**src/rtl/dpwm_map.svh**
```systemverilog
// Register map, field positions and timing constants for the dual timer-based PWM block
`ifndef DPWM_MAP_SVH
`define DPWM_MAP_SVH
`define DPWM_ADDR_W        4
`define DPWM_OFF_DUTY1_HI  4'h0
`define DPWM_OFF_DUTY1_LO  4'h1
`define DPWM_OFF_DUTY2_HI  4'h2
`define DPWM_OFF_DUTY2_LO  4'h3
`define DPWM_OFF_PERIOD1   4'h4
`define DPWM_OFF_PERIOD2   4'h5
`define DPWM_OFF_CTRL      4'h6
`define DPWM_OFF_COUNT1    4'h7
`define DPWM_OFF_COUNT2    4'h8
`define DPWM_OFF_IRQ_STAT  4'h9
`define DPWM_OFF_IRQ_EN    4'ha
`define DPWM_OFF_IRQ_CLR   4'hb
`define DPWM_SEL_BIT       5
`define DPWM_LOW_MSB       7
`define DPWM_LOW_LSB       6
`define DPWM_CTRL_RUN1     0
`define DPWM_CTRL_RUN2     1
`define DPWM_CTRL_OUT1     2
`define DPWM_CTRL_OUT2     3
`define DPWM_CTRL_CHAIN    4
`define DPWM_PERIOD_RST    8'hff
`define DPWM_QUARTERS      4
`endif

```
**src/rtl/dpwm_pkg.sv**
```systemverilog
// Types shared by the dual PWM block
package dpwm_pkg;
    typedef logic [7:0] dpwm_byte_t;
    typedef logic [9:0] dpwm_duty_t;
endpackage

```
**src/rtl/dpwm_chan.sv**
```systemverilog
// One PWM channel: double-buffered duty latches and output compare
`include "dpwm_map.svh"
`timescale 1ns/1ps
`default_nettype none
module dpwm_chan (
    input  wire logic                 clk_i,
    input  wire logic                 arst_n_i,
    input  wire logic                 en_i,
    input  wire logic                 load_i,
    input  wire logic                 enable_i,
    input  wire logic [9:0]           fine_i,
    input  wire logic                 wr_hi_i,
    input  wire logic                 wr_lo_i,
    input  wire dpwm_pkg::dpwm_byte_t wdata_i,
    output logic [7:0]                act_hi_o,
    output logic [7:0]                act_lo_o,
    output logic                      pin_o
);
    import dpwm_pkg::*;
    dpwm_byte_t m_hi_reg;
    dpwm_byte_t m_lo_reg;
    dpwm_byte_t s_hi_reg;
    dpwm_byte_t s_lo_reg;
    logic       pin_reg;
    dpwm_duty_t duty_w;
    wire        reach_w;

    assign duty_w   = {s_hi_reg, s_lo_reg[`DPWM_LOW_MSB:`DPWM_LOW_LSB]};
    // The pin register lags by one clock, so the drop is judged on the count one step ahead
    assign reach_w  = (({1'b0, fine_i} + 11'h001) >= {1'b0, duty_w});
    assign act_hi_o = s_hi_reg;
    assign act_lo_o = s_lo_reg;
    assign pin_o    = pin_reg;

    always_ff @(posedge clk_i or negedge arst_n_i) begin
        if (!arst_n_i) begin
            m_hi_reg <= 8'h00;
            m_lo_reg <= 8'h00;
        end else if (en_i) begin
            if (wr_hi_i) m_hi_reg <= wdata_i;
            if (wr_lo_i) m_lo_reg <= wdata_i;
        end
    end

    always_ff @(posedge clk_i or negedge arst_n_i) begin
        if (!arst_n_i) begin
            s_hi_reg <= 8'h00;
            s_lo_reg <= 8'h00;
            pin_reg  <= 1'b0;
        end else if (en_i) begin
            if (!enable_i) begin
                pin_reg <= 1'b0;
            end else if (load_i) begin
                s_hi_reg <= m_hi_reg;
                s_lo_reg <= m_lo_reg;
                // Duty of zero never rises, so the copy is judged on the incoming value
                pin_reg  <= ({m_hi_reg, m_lo_reg[`DPWM_LOW_MSB:`DPWM_LOW_LSB]} != 10'h000);
            end else if (reach_w) begin
                pin_reg <= 1'b0;
            end
        end
    end
endmodule
`default_nettype wire

```
**src/rtl/dpwm_top.sv**
```systemverilog
// Dual timer-based PWM generator with register port and match interrupt
`include "dpwm_map.svh"
`timescale 1ns/1ps
`default_nettype none
module dpwm_top (
    input  wire logic                     clk_i,
    input  wire logic                     arst_n_i,
    input  wire logic                     clk_en_i,
    input  wire logic [`DPWM_ADDR_W-1:0]  addr_i,
    input  wire dpwm_pkg::dpwm_byte_t     wdata_i,
    input  wire logic                     wr_i,
    input  wire logic                     rd_i,
    output dpwm_pkg::dpwm_byte_t          rdata_o,
    output logic                          pulse_out_one_o,
    output logic                          pulse_out_two_o,
    output logic                          irq_o
);
    import dpwm_pkg::*;

    // Each timebase count lasts four oscillator periods; here one clock is one quarter
    dpwm_byte_t period_limit_one_reg;
    dpwm_byte_t period_limit_two_reg;
    dpwm_byte_t timebase_one_count_reg;
    dpwm_byte_t timebase_two_count_reg;
    logic [1:0] q1_reg;
    logic [1:0] q2_reg;
    logic [4:0] ctrl_reg;
    logic [1:0] stat_reg;
    logic [1:0] irq_en_reg;
    dpwm_byte_t rdata_reg;
    logic       irq_reg;
    logic       p1_reg;
    logic       p2_reg;

    wire        run1_w  = ctrl_reg[`DPWM_CTRL_RUN1];
    wire        run2_w  = ctrl_reg[`DPWM_CTRL_RUN2];
    wire        out1_w  = ctrl_reg[`DPWM_CTRL_OUT1];
    wire        out2_w  = ctrl_reg[`DPWM_CTRL_OUT2];
    // Chaining is only honoured when neither output is in use
    wire        chain_w = ctrl_reg[`DPWM_CTRL_CHAIN] && !out1_w && !out2_w;

    wire        sel_w;
    wire        last_q1_w = (q1_reg == 2'h3);
    wire        last_q2_w = (q2_reg == 2'h3);
    wire        match1_w  = run1_w && last_q1_w && !chain_w
                            && (timebase_one_count_reg == period_limit_one_reg);
    wire        tick2_w   = chain_w ? (last_q1_w && run1_w && timebase_one_count_reg == 8'hff)
                                    : (run2_w && last_q2_w);
    wire        match2_w  = tick2_w && (timebase_two_count_reg == period_limit_two_reg);
    // When chained, timebase one wraps at 0xff by its own increment
    wire        roll1_w   = match1_w;

    wire [9:0]  fine1_w = {timebase_one_count_reg, q1_reg};
    wire [9:0]  fine2_w = {timebase_two_count_reg, q2_reg};
    wire        load2_w = sel_w ? match2_w : match1_w;
    wire [9:0]  fine_two_w = sel_w ? fine2_w : fine1_w;

    wire        wr_d1h_w  = wr_i && addr_i == `DPWM_OFF_DUTY1_HI;
    wire        wr_d1l_w  = wr_i && addr_i == `DPWM_OFF_DUTY1_LO;
    wire        wr_d2h_w  = wr_i && addr_i == `DPWM_OFF_DUTY2_HI;
    wire        wr_d2l_w  = wr_i && addr_i == `DPWM_OFF_DUTY2_LO;
    wire        wr_pr1_w  = wr_i && addr_i == `DPWM_OFF_PERIOD1;
    wire        wr_pr2_w  = wr_i && addr_i == `DPWM_OFF_PERIOD2;
    wire        wr_ctl_w  = wr_i && addr_i == `DPWM_OFF_CTRL;
    wire        wr_ien_w  = wr_i && addr_i == `DPWM_OFF_IRQ_EN;
    wire        wr_clr_w  = wr_i && addr_i == `DPWM_OFF_IRQ_CLR;
    wire [1:0]  clr_w     = wr_clr_w ? wdata_i[1:0] : 2'b00;
    wire [1:0]  set_w     = {match2_w, match1_w};

    wire [7:0]  a1h_w;
    wire [7:0]  a1l_w;
    wire [7:0]  a2h_w;
    wire [7:0]  a2l_w;
    wire        pin1_w;
    wire        pin2_w;

    // Select bit lives in output two's slave low latch, taking effect at its next load
    assign sel_w = a2l_w[`DPWM_SEL_BIT];

    dpwm_chan u_chan_one (
        .clk_i    (clk_i),
        .arst_n_i (arst_n_i),
        .en_i     (clk_en_i),
        .load_i   (match1_w),
        .enable_i (out1_w),
        .fine_i   (fine1_w),
        .wr_hi_i  (wr_d1h_w),
        .wr_lo_i  (wr_d1l_w),
        .wdata_i  (wdata_i),
        .act_hi_o (a1h_w),
        .act_lo_o (a1l_w),
        .pin_o    (pin1_w)
    );

    dpwm_chan u_chan_two (
        .clk_i    (clk_i),
        .arst_n_i (arst_n_i),
        .en_i     (clk_en_i),
        .load_i   (load2_w),
        .enable_i (out2_w),
        .fine_i   (fine_two_w),
        .wr_hi_i  (wr_d2h_w),
        .wr_lo_i  (wr_d2l_w),
        .wdata_i  (wdata_i),
        .act_hi_o (a2h_w),
        .act_lo_o (a2l_w),
        .pin_o    (pin2_w)
    );

    // Read mux shows slave latches for duty registers, not what was last written
    dpwm_byte_t rd_mux_w;
    assign rd_mux_w =
        (addr_i == `DPWM_OFF_DUTY1_HI) ? a1h_w :
        (addr_i == `DPWM_OFF_DUTY1_LO) ? a1l_w :
        (addr_i == `DPWM_OFF_DUTY2_HI) ? a2h_w :
        (addr_i == `DPWM_OFF_DUTY2_LO) ? a2l_w :
        (addr_i == `DPWM_OFF_PERIOD1)  ? period_limit_one_reg :
        (addr_i == `DPWM_OFF_PERIOD2)  ? period_limit_two_reg :
        (addr_i == `DPWM_OFF_CTRL)     ? {3'h0, ctrl_reg} :
        (addr_i == `DPWM_OFF_COUNT1)   ? timebase_one_count_reg :
        (addr_i == `DPWM_OFF_COUNT2)   ? timebase_two_count_reg :
        (addr_i == `DPWM_OFF_IRQ_STAT) ? {6'h00, stat_reg} :
        (addr_i == `DPWM_OFF_IRQ_EN)   ? {6'h00, irq_en_reg} :
                                         8'h00;

    always_ff @(posedge clk_i or negedge arst_n_i) begin
        if (!arst_n_i) begin
            period_limit_one_reg <= `DPWM_PERIOD_RST;
            period_limit_two_reg <= `DPWM_PERIOD_RST;
            ctrl_reg             <= 5'h00;
            irq_en_reg           <= 2'b00;
        end else if (clk_en_i) begin
            if (wr_pr1_w) period_limit_one_reg <= wdata_i;
            if (wr_pr2_w) period_limit_two_reg <= wdata_i;
            if (wr_ctl_w) ctrl_reg <= wdata_i[4:0];
            if (wr_ien_w) irq_en_reg <= wdata_i[1:0];
        end
    end

    always_ff @(posedge clk_i or negedge arst_n_i) begin
        if (!arst_n_i) begin
            q1_reg                 <= 2'h0;
            timebase_one_count_reg <= 8'h00;
        end else if (clk_en_i && run1_w) begin
            q1_reg <= q1_reg + 2'h1;
            if (roll1_w) timebase_one_count_reg <= 8'h00;
            else if (last_q1_w) timebase_one_count_reg <= timebase_one_count_reg + 8'h01;
        end
    end

    always_ff @(posedge clk_i or negedge arst_n_i) begin
        if (!arst_n_i) begin
            q2_reg                 <= 2'h0;
            timebase_two_count_reg <= 8'h00;
        end else if (clk_en_i) begin
            if (run2_w && !chain_w) q2_reg <= q2_reg + 2'h1;
            if (match2_w) timebase_two_count_reg <= 8'h00;
            else if (tick2_w) timebase_two_count_reg <= timebase_two_count_reg + 8'h01;
        end
    end

    always_ff @(posedge clk_i or negedge arst_n_i) begin
        if (!arst_n_i) begin
            stat_reg  <= 2'b00;
            rdata_reg <= 8'h00;
            irq_reg   <= 1'b0;
            p1_reg    <= 1'b0;
            p2_reg    <= 1'b0;
        end else if (clk_en_i) begin
            stat_reg  <= (stat_reg & ~clr_w) | set_w;
            rdata_reg <= rd_i ? rd_mux_w : 8'h00;
            irq_reg   <= |(((stat_reg & ~clr_w) | set_w) & irq_en_reg);
            p1_reg    <= pin1_w;
            p2_reg    <= pin2_w;
        end
    end

    assign rdata_o         = rdata_reg;
    assign irq_o           = irq_reg;
    assign pulse_out_one_o = p1_reg;
    assign pulse_out_two_o = p2_reg;

    // Helper: clocks since the last timebase one match; holds the period length minus one at the next match
    logic [10:0] per_cnt_reg;
    logic        per_seen_reg;
    always_ff @(posedge clk_i or negedge arst_n_i) begin
        if (!arst_n_i) begin
            per_cnt_reg  <= 11'h000;
            per_seen_reg <= 1'b0;
        end else if (clk_en_i) begin
            per_cnt_reg  <= match1_w ? 11'h000 : per_cnt_reg + 11'h001;
            if (match1_w) per_seen_reg <= 1'b1;
            if (wr_pr1_w || wr_ctl_w || !run1_w) per_seen_reg <= 1'b0;
        end
    end
endmodule
`default_nettype wire

```
**config.mk**
```make
export PLATFORM = sky130hd
export DESIGN_NAME = dpwm_top
export DESIGN_NICKNAME = d
export VERILOG_FILES = /design/src/rtl/dpwm_pkg.sv /design/src/rtl/dpwm_chan.sv /design/src/rtl/dpwm_top.sv
export VERILOG_INCLUDE_DIRS = /design/src /design/src/rtl
export SDC_FILE = /design/constraint.sdc
export NUM_CORES = 1
export LEC_CHECK = 0
export BUFFER_PORTS_ARGS = -buffer_cell sky130_fd_sc_hd__buf_2
export CAP_MARGIN = 20
export CORE_AREA = 2 2 112 114
export CTS_CLUSTER_SIZE = 40
export DETAILED_ROUTE_END_ITERATION = 10
export DIE_AREA = 0 0 114 116
export PLACE_DENSITY = 0.77
export SYNTH_ARGS = -nofsm -noshare
export SYNTH_HDL_FRONTEND = slang
export SYNTH_SLANG_ARGS = --single-unit
```
**constraint.sdc**
```tcl
create_clock -name clk_i -period 10.25 [get_ports clk_i]
set_input_delay 0.5125 -clock clk_i [delete_from_list [all_inputs] [get_ports clk_i]]
set_output_delay 0.5125 -clock clk_i [all_outputs]
set_load 0.005 [all_outputs]
```
==> flow_metrics.py <==
metrics = {
    "global_route": {
        "grt_pass1_vias": 5780,
        "grt_use_met1": 0.428,
        "grt_max_degree": 76,
        "met3_usage": 0.0790,
        "grt_busiest_layer": "met2",
        "grt_pass1_wl_um": 32400,
        "antenna_found_initial": 0,
        "met2_usage": 0.529,
        "grt_usage": 0.329,
        "overflow": 0,
    },
    "synth": {
        "ys.flop_type": "dfrtp_1",
        "synthCells": 675,
        "synth_edf_count": 0,
        "synth_area_um2": 7070,
        "syn_nets": 717,
        "synth-async-reset-ratio": 1.00,
        "synth_area_per_cell_um2": 10.5,
        "ys_seq_elements": 122,
        "ys_warn_count": 0,
        "yosysSeqAreaShare": 0.435,
        "yosysUniqueCellTypes": 68,
    },
    "finish": {
        "drive_gt1_frac": 0.252,
        "area_growth_pct": 11.3,
        "insertedDiodeCount": 0,
        "nets": 731,
        "stdcell_count": 849,
    },
    "sta": {
        "max_freq_mhz": 307,
        "finalSetupTns_ns": 0,
        "max_slew_margin": 0.210,
        "fin_crit_sh": 0.318,
        "drv_slew": 0,
        "skew_ns": 0.00960,
        "worst_pin_slew_ns": 1.17,
        "period_needed_ns": 3.26,
        "rsz0062_at_grt": "false",
        "hold_viol": 0,
        "finalSetupViolCount": 0,
    },
    "run_status": {
        "status": "finished, final reports clean",
    },
    "routing": {
        "wl_per_cell_um": 23.8,
        "drtIter0Drc": 549,
        "via_count": 5693,
        "dr.pass1.iters": 6,
        "routed_wl_um": 20200,
        "drc_errors": 0,
        "postRouteAntennaNets": 0,
        "via_per_inst": 6.71,
    },
    "clocking": {
        "cts_resized": 0,
        "cts_setup_buffers": 0,
        "ctsHoldBuffers": 0,
        "cts_buffer_depth": 2,
        "root_buffer": "clkbuf_16",
        "tritoncts": "built",
        "cts.htree.levels": 4,
        "clk_pin_slew_ns": 0.06,
        "clock_latency_ns": 0.44,
        "cts_buffers": 17,
        "cts_num_sinks": 122,
    },
    "die": {
        "start_util": 0.593,
        "std_cell_rows": 40,
        "fp.dieW_um": 114,
        "ios": 28,
        "dieArea_um2": 13200,
        "die_y_um": 116,
        "core_um2": 11900,
    },
    "power_and_ir_drop": {
        "leakage_nw": 3.54,
        "vdd_drop_max_uv": 164,
        "p_per_area_nw_per_um2": 222,
    },
    "setup_path": {
        "required_ns": 10.60,
        "r2r_cells": 11,
        "regToRegEndpoint": "u_chan_two.pin_o",
        "rrSetupSlack_ns": 6.99,
        "arrival_ns": 3.61,
        "rr_startpoint": "u_chan_two.act_lo_o[5]",
        "cp-start-kind": "register",
        "crit_type": "register to register",
        "endpoint_kind": "register",
        "cp-startpoint": "u_chan_two.act_lo_o[5]",
        "path_max_fanout": 28,
        "critical_path.endpoint": "u_chan_two.pin_o",
    },
    "place": {
        "dp.cells": 816,
        "dpl.hpwl_um": 14100,
        "portBuffers": 27,
        "gp_congestion": 0.971,
    },
    "worst_hold_path": {
        "hold_path.class": "primary input to async pin",
    },
    "run": {
        "maxCapViolations": 0,
    },
}
synth_stat cells (all sizes together) (16+ instances only):
cell type / instances / area (um2)
dfrtp: 106 / 2650
mux2: 85 / 957
nand2: 45 / 169
o21ai: 41 / 205
inv: 33 / 124
a21oi: 27 / 146
clkbuf: 25 / 95.1
ha: 25 / 313
nor2: 25 / 93.8
xor2: 24 / 210
nand3: 22 / 110
nand2b: 20 / 125
dfstp: 16 / 420
cell usage in the layout, fill, tap and decap left out, types with 6 or more instances in the layout:
| cell type | synthesis | layout |
|---|---|---|
| nand4_1 | 6 | 6 |
| nand3_1 | 22 | 22 |
| a21oi_1 | 26 | 26 |
| buf_2 | 3 | 26 |
| nor3_1 | 13 | 13 |
| o22ai_1 | 11 | 11 |
| nand2b_1 | 20 | 20 |
| nor2_1 | 25 | 25 |
| inv_1 | 33 | 33 |
| mux2_2 | 84 | 84 |
| xnor2_1 | 13 | 13 |
| nor4_1 | 8 | 8 |
| ha_1 | 25 | 25 |
| nand2_1 | 45 | 45 |
| clkbuf_16 | 0 | 17 |
| dfrtp_1 | 106 | 106 |
| dfstp_2 | 16 | 16 |
| a22oi_1 | 11 | 11 |
| xor2_1 | 24 | 24 |
| mux2i_1 | 13 | 13 |
| o21ai_0 | 40 | 40 |
| a21o_1 | 8 | 8 |
where the power goes:
part           internal, mW  switching [mW]  leakage, nW  total, mW
combinational         0.204           0.213         1.73      0.417
clock                 0.398           0.236        0.301      0.634
sequential            0.567           0.127         1.50      0.694
final cells by class:
type,count,area (um2)
clock inverters,12,164
multi-input cells,485,3700
repair buffers,30,160
flip-flops and latches,122,3070
fillers,932,4050
inverters,33,124
clock buffers,20,457
well taps,147,184
layer usage:
layer	vias to the layer above	share of wire
met4	0	0.036
met3	64	0.084
met2	292	0.48
met1	2828	0.40
met5	-	0
li1	2509	-
worst max-delay path: stages (launching register included):
cell	delay (ns)
dfrtp_1	0.99
mux2_2	0.34
ha_1	0.20
o21ai_0	0.19
nor3_1	0.28
xnor2_1	0.15
mux2i_1	0.10
ha_1	0.34
a21o_1	0.16
a21oi_1	0.16
o211ai_1	0.10
o211ai_1	0.16
logic make-up (layout without fill, tap and decap cells):
group,after synthesis,after routing,synth area share
AND/OR/NAND/NOR,176,176,0.137
buffers and inverters,68,95,0.0411
adder cells (fa/ha/maj),25,25,0.0443
XOR/XNOR,37,37,0.0459
AO/OA/AOI/OAI,149,149,0.143
flip-flops,122,122,0.435
multiplexers,98,98,0.154
how the worst min path moves through the flow:
stage / cells past startpoint / to / slack (ns)
2_1_floorplan: 0 / ctrl_reg[0] / 0.22
3_3_place_gp: 2 / rdata_o[3] / 0.47
3_5_place_dp: 2 / rdata_o[3] / 0.47
4_1_cts: 1 / u_chan_two.m_hi_reg[1] / 0.11
5_1_grt: 1 / u_chan_two.m_hi_reg[7] / 0.13
6_report: 1 / u_chan_two.m_hi_reg[7] / 0.09
metrics by stage:
step	area [um2]	hold WS (ns)	total power, mW	util	setup slack (ns)
CTS	7860	0.111	1.74	0.660	7.03
finish	7860	0.0935	1.74	0.660	6.99
detailed placement	7240	0.474	1.10	0.607	7.02
global placement	7240	0.467	1.08	0.607	7.18
global route	7860	0.134	1.83	0.660	6.71
floorplan	7070	0.217	0.978	-	7.01
No activity file was read; power rests on OpenSTA's default activity.
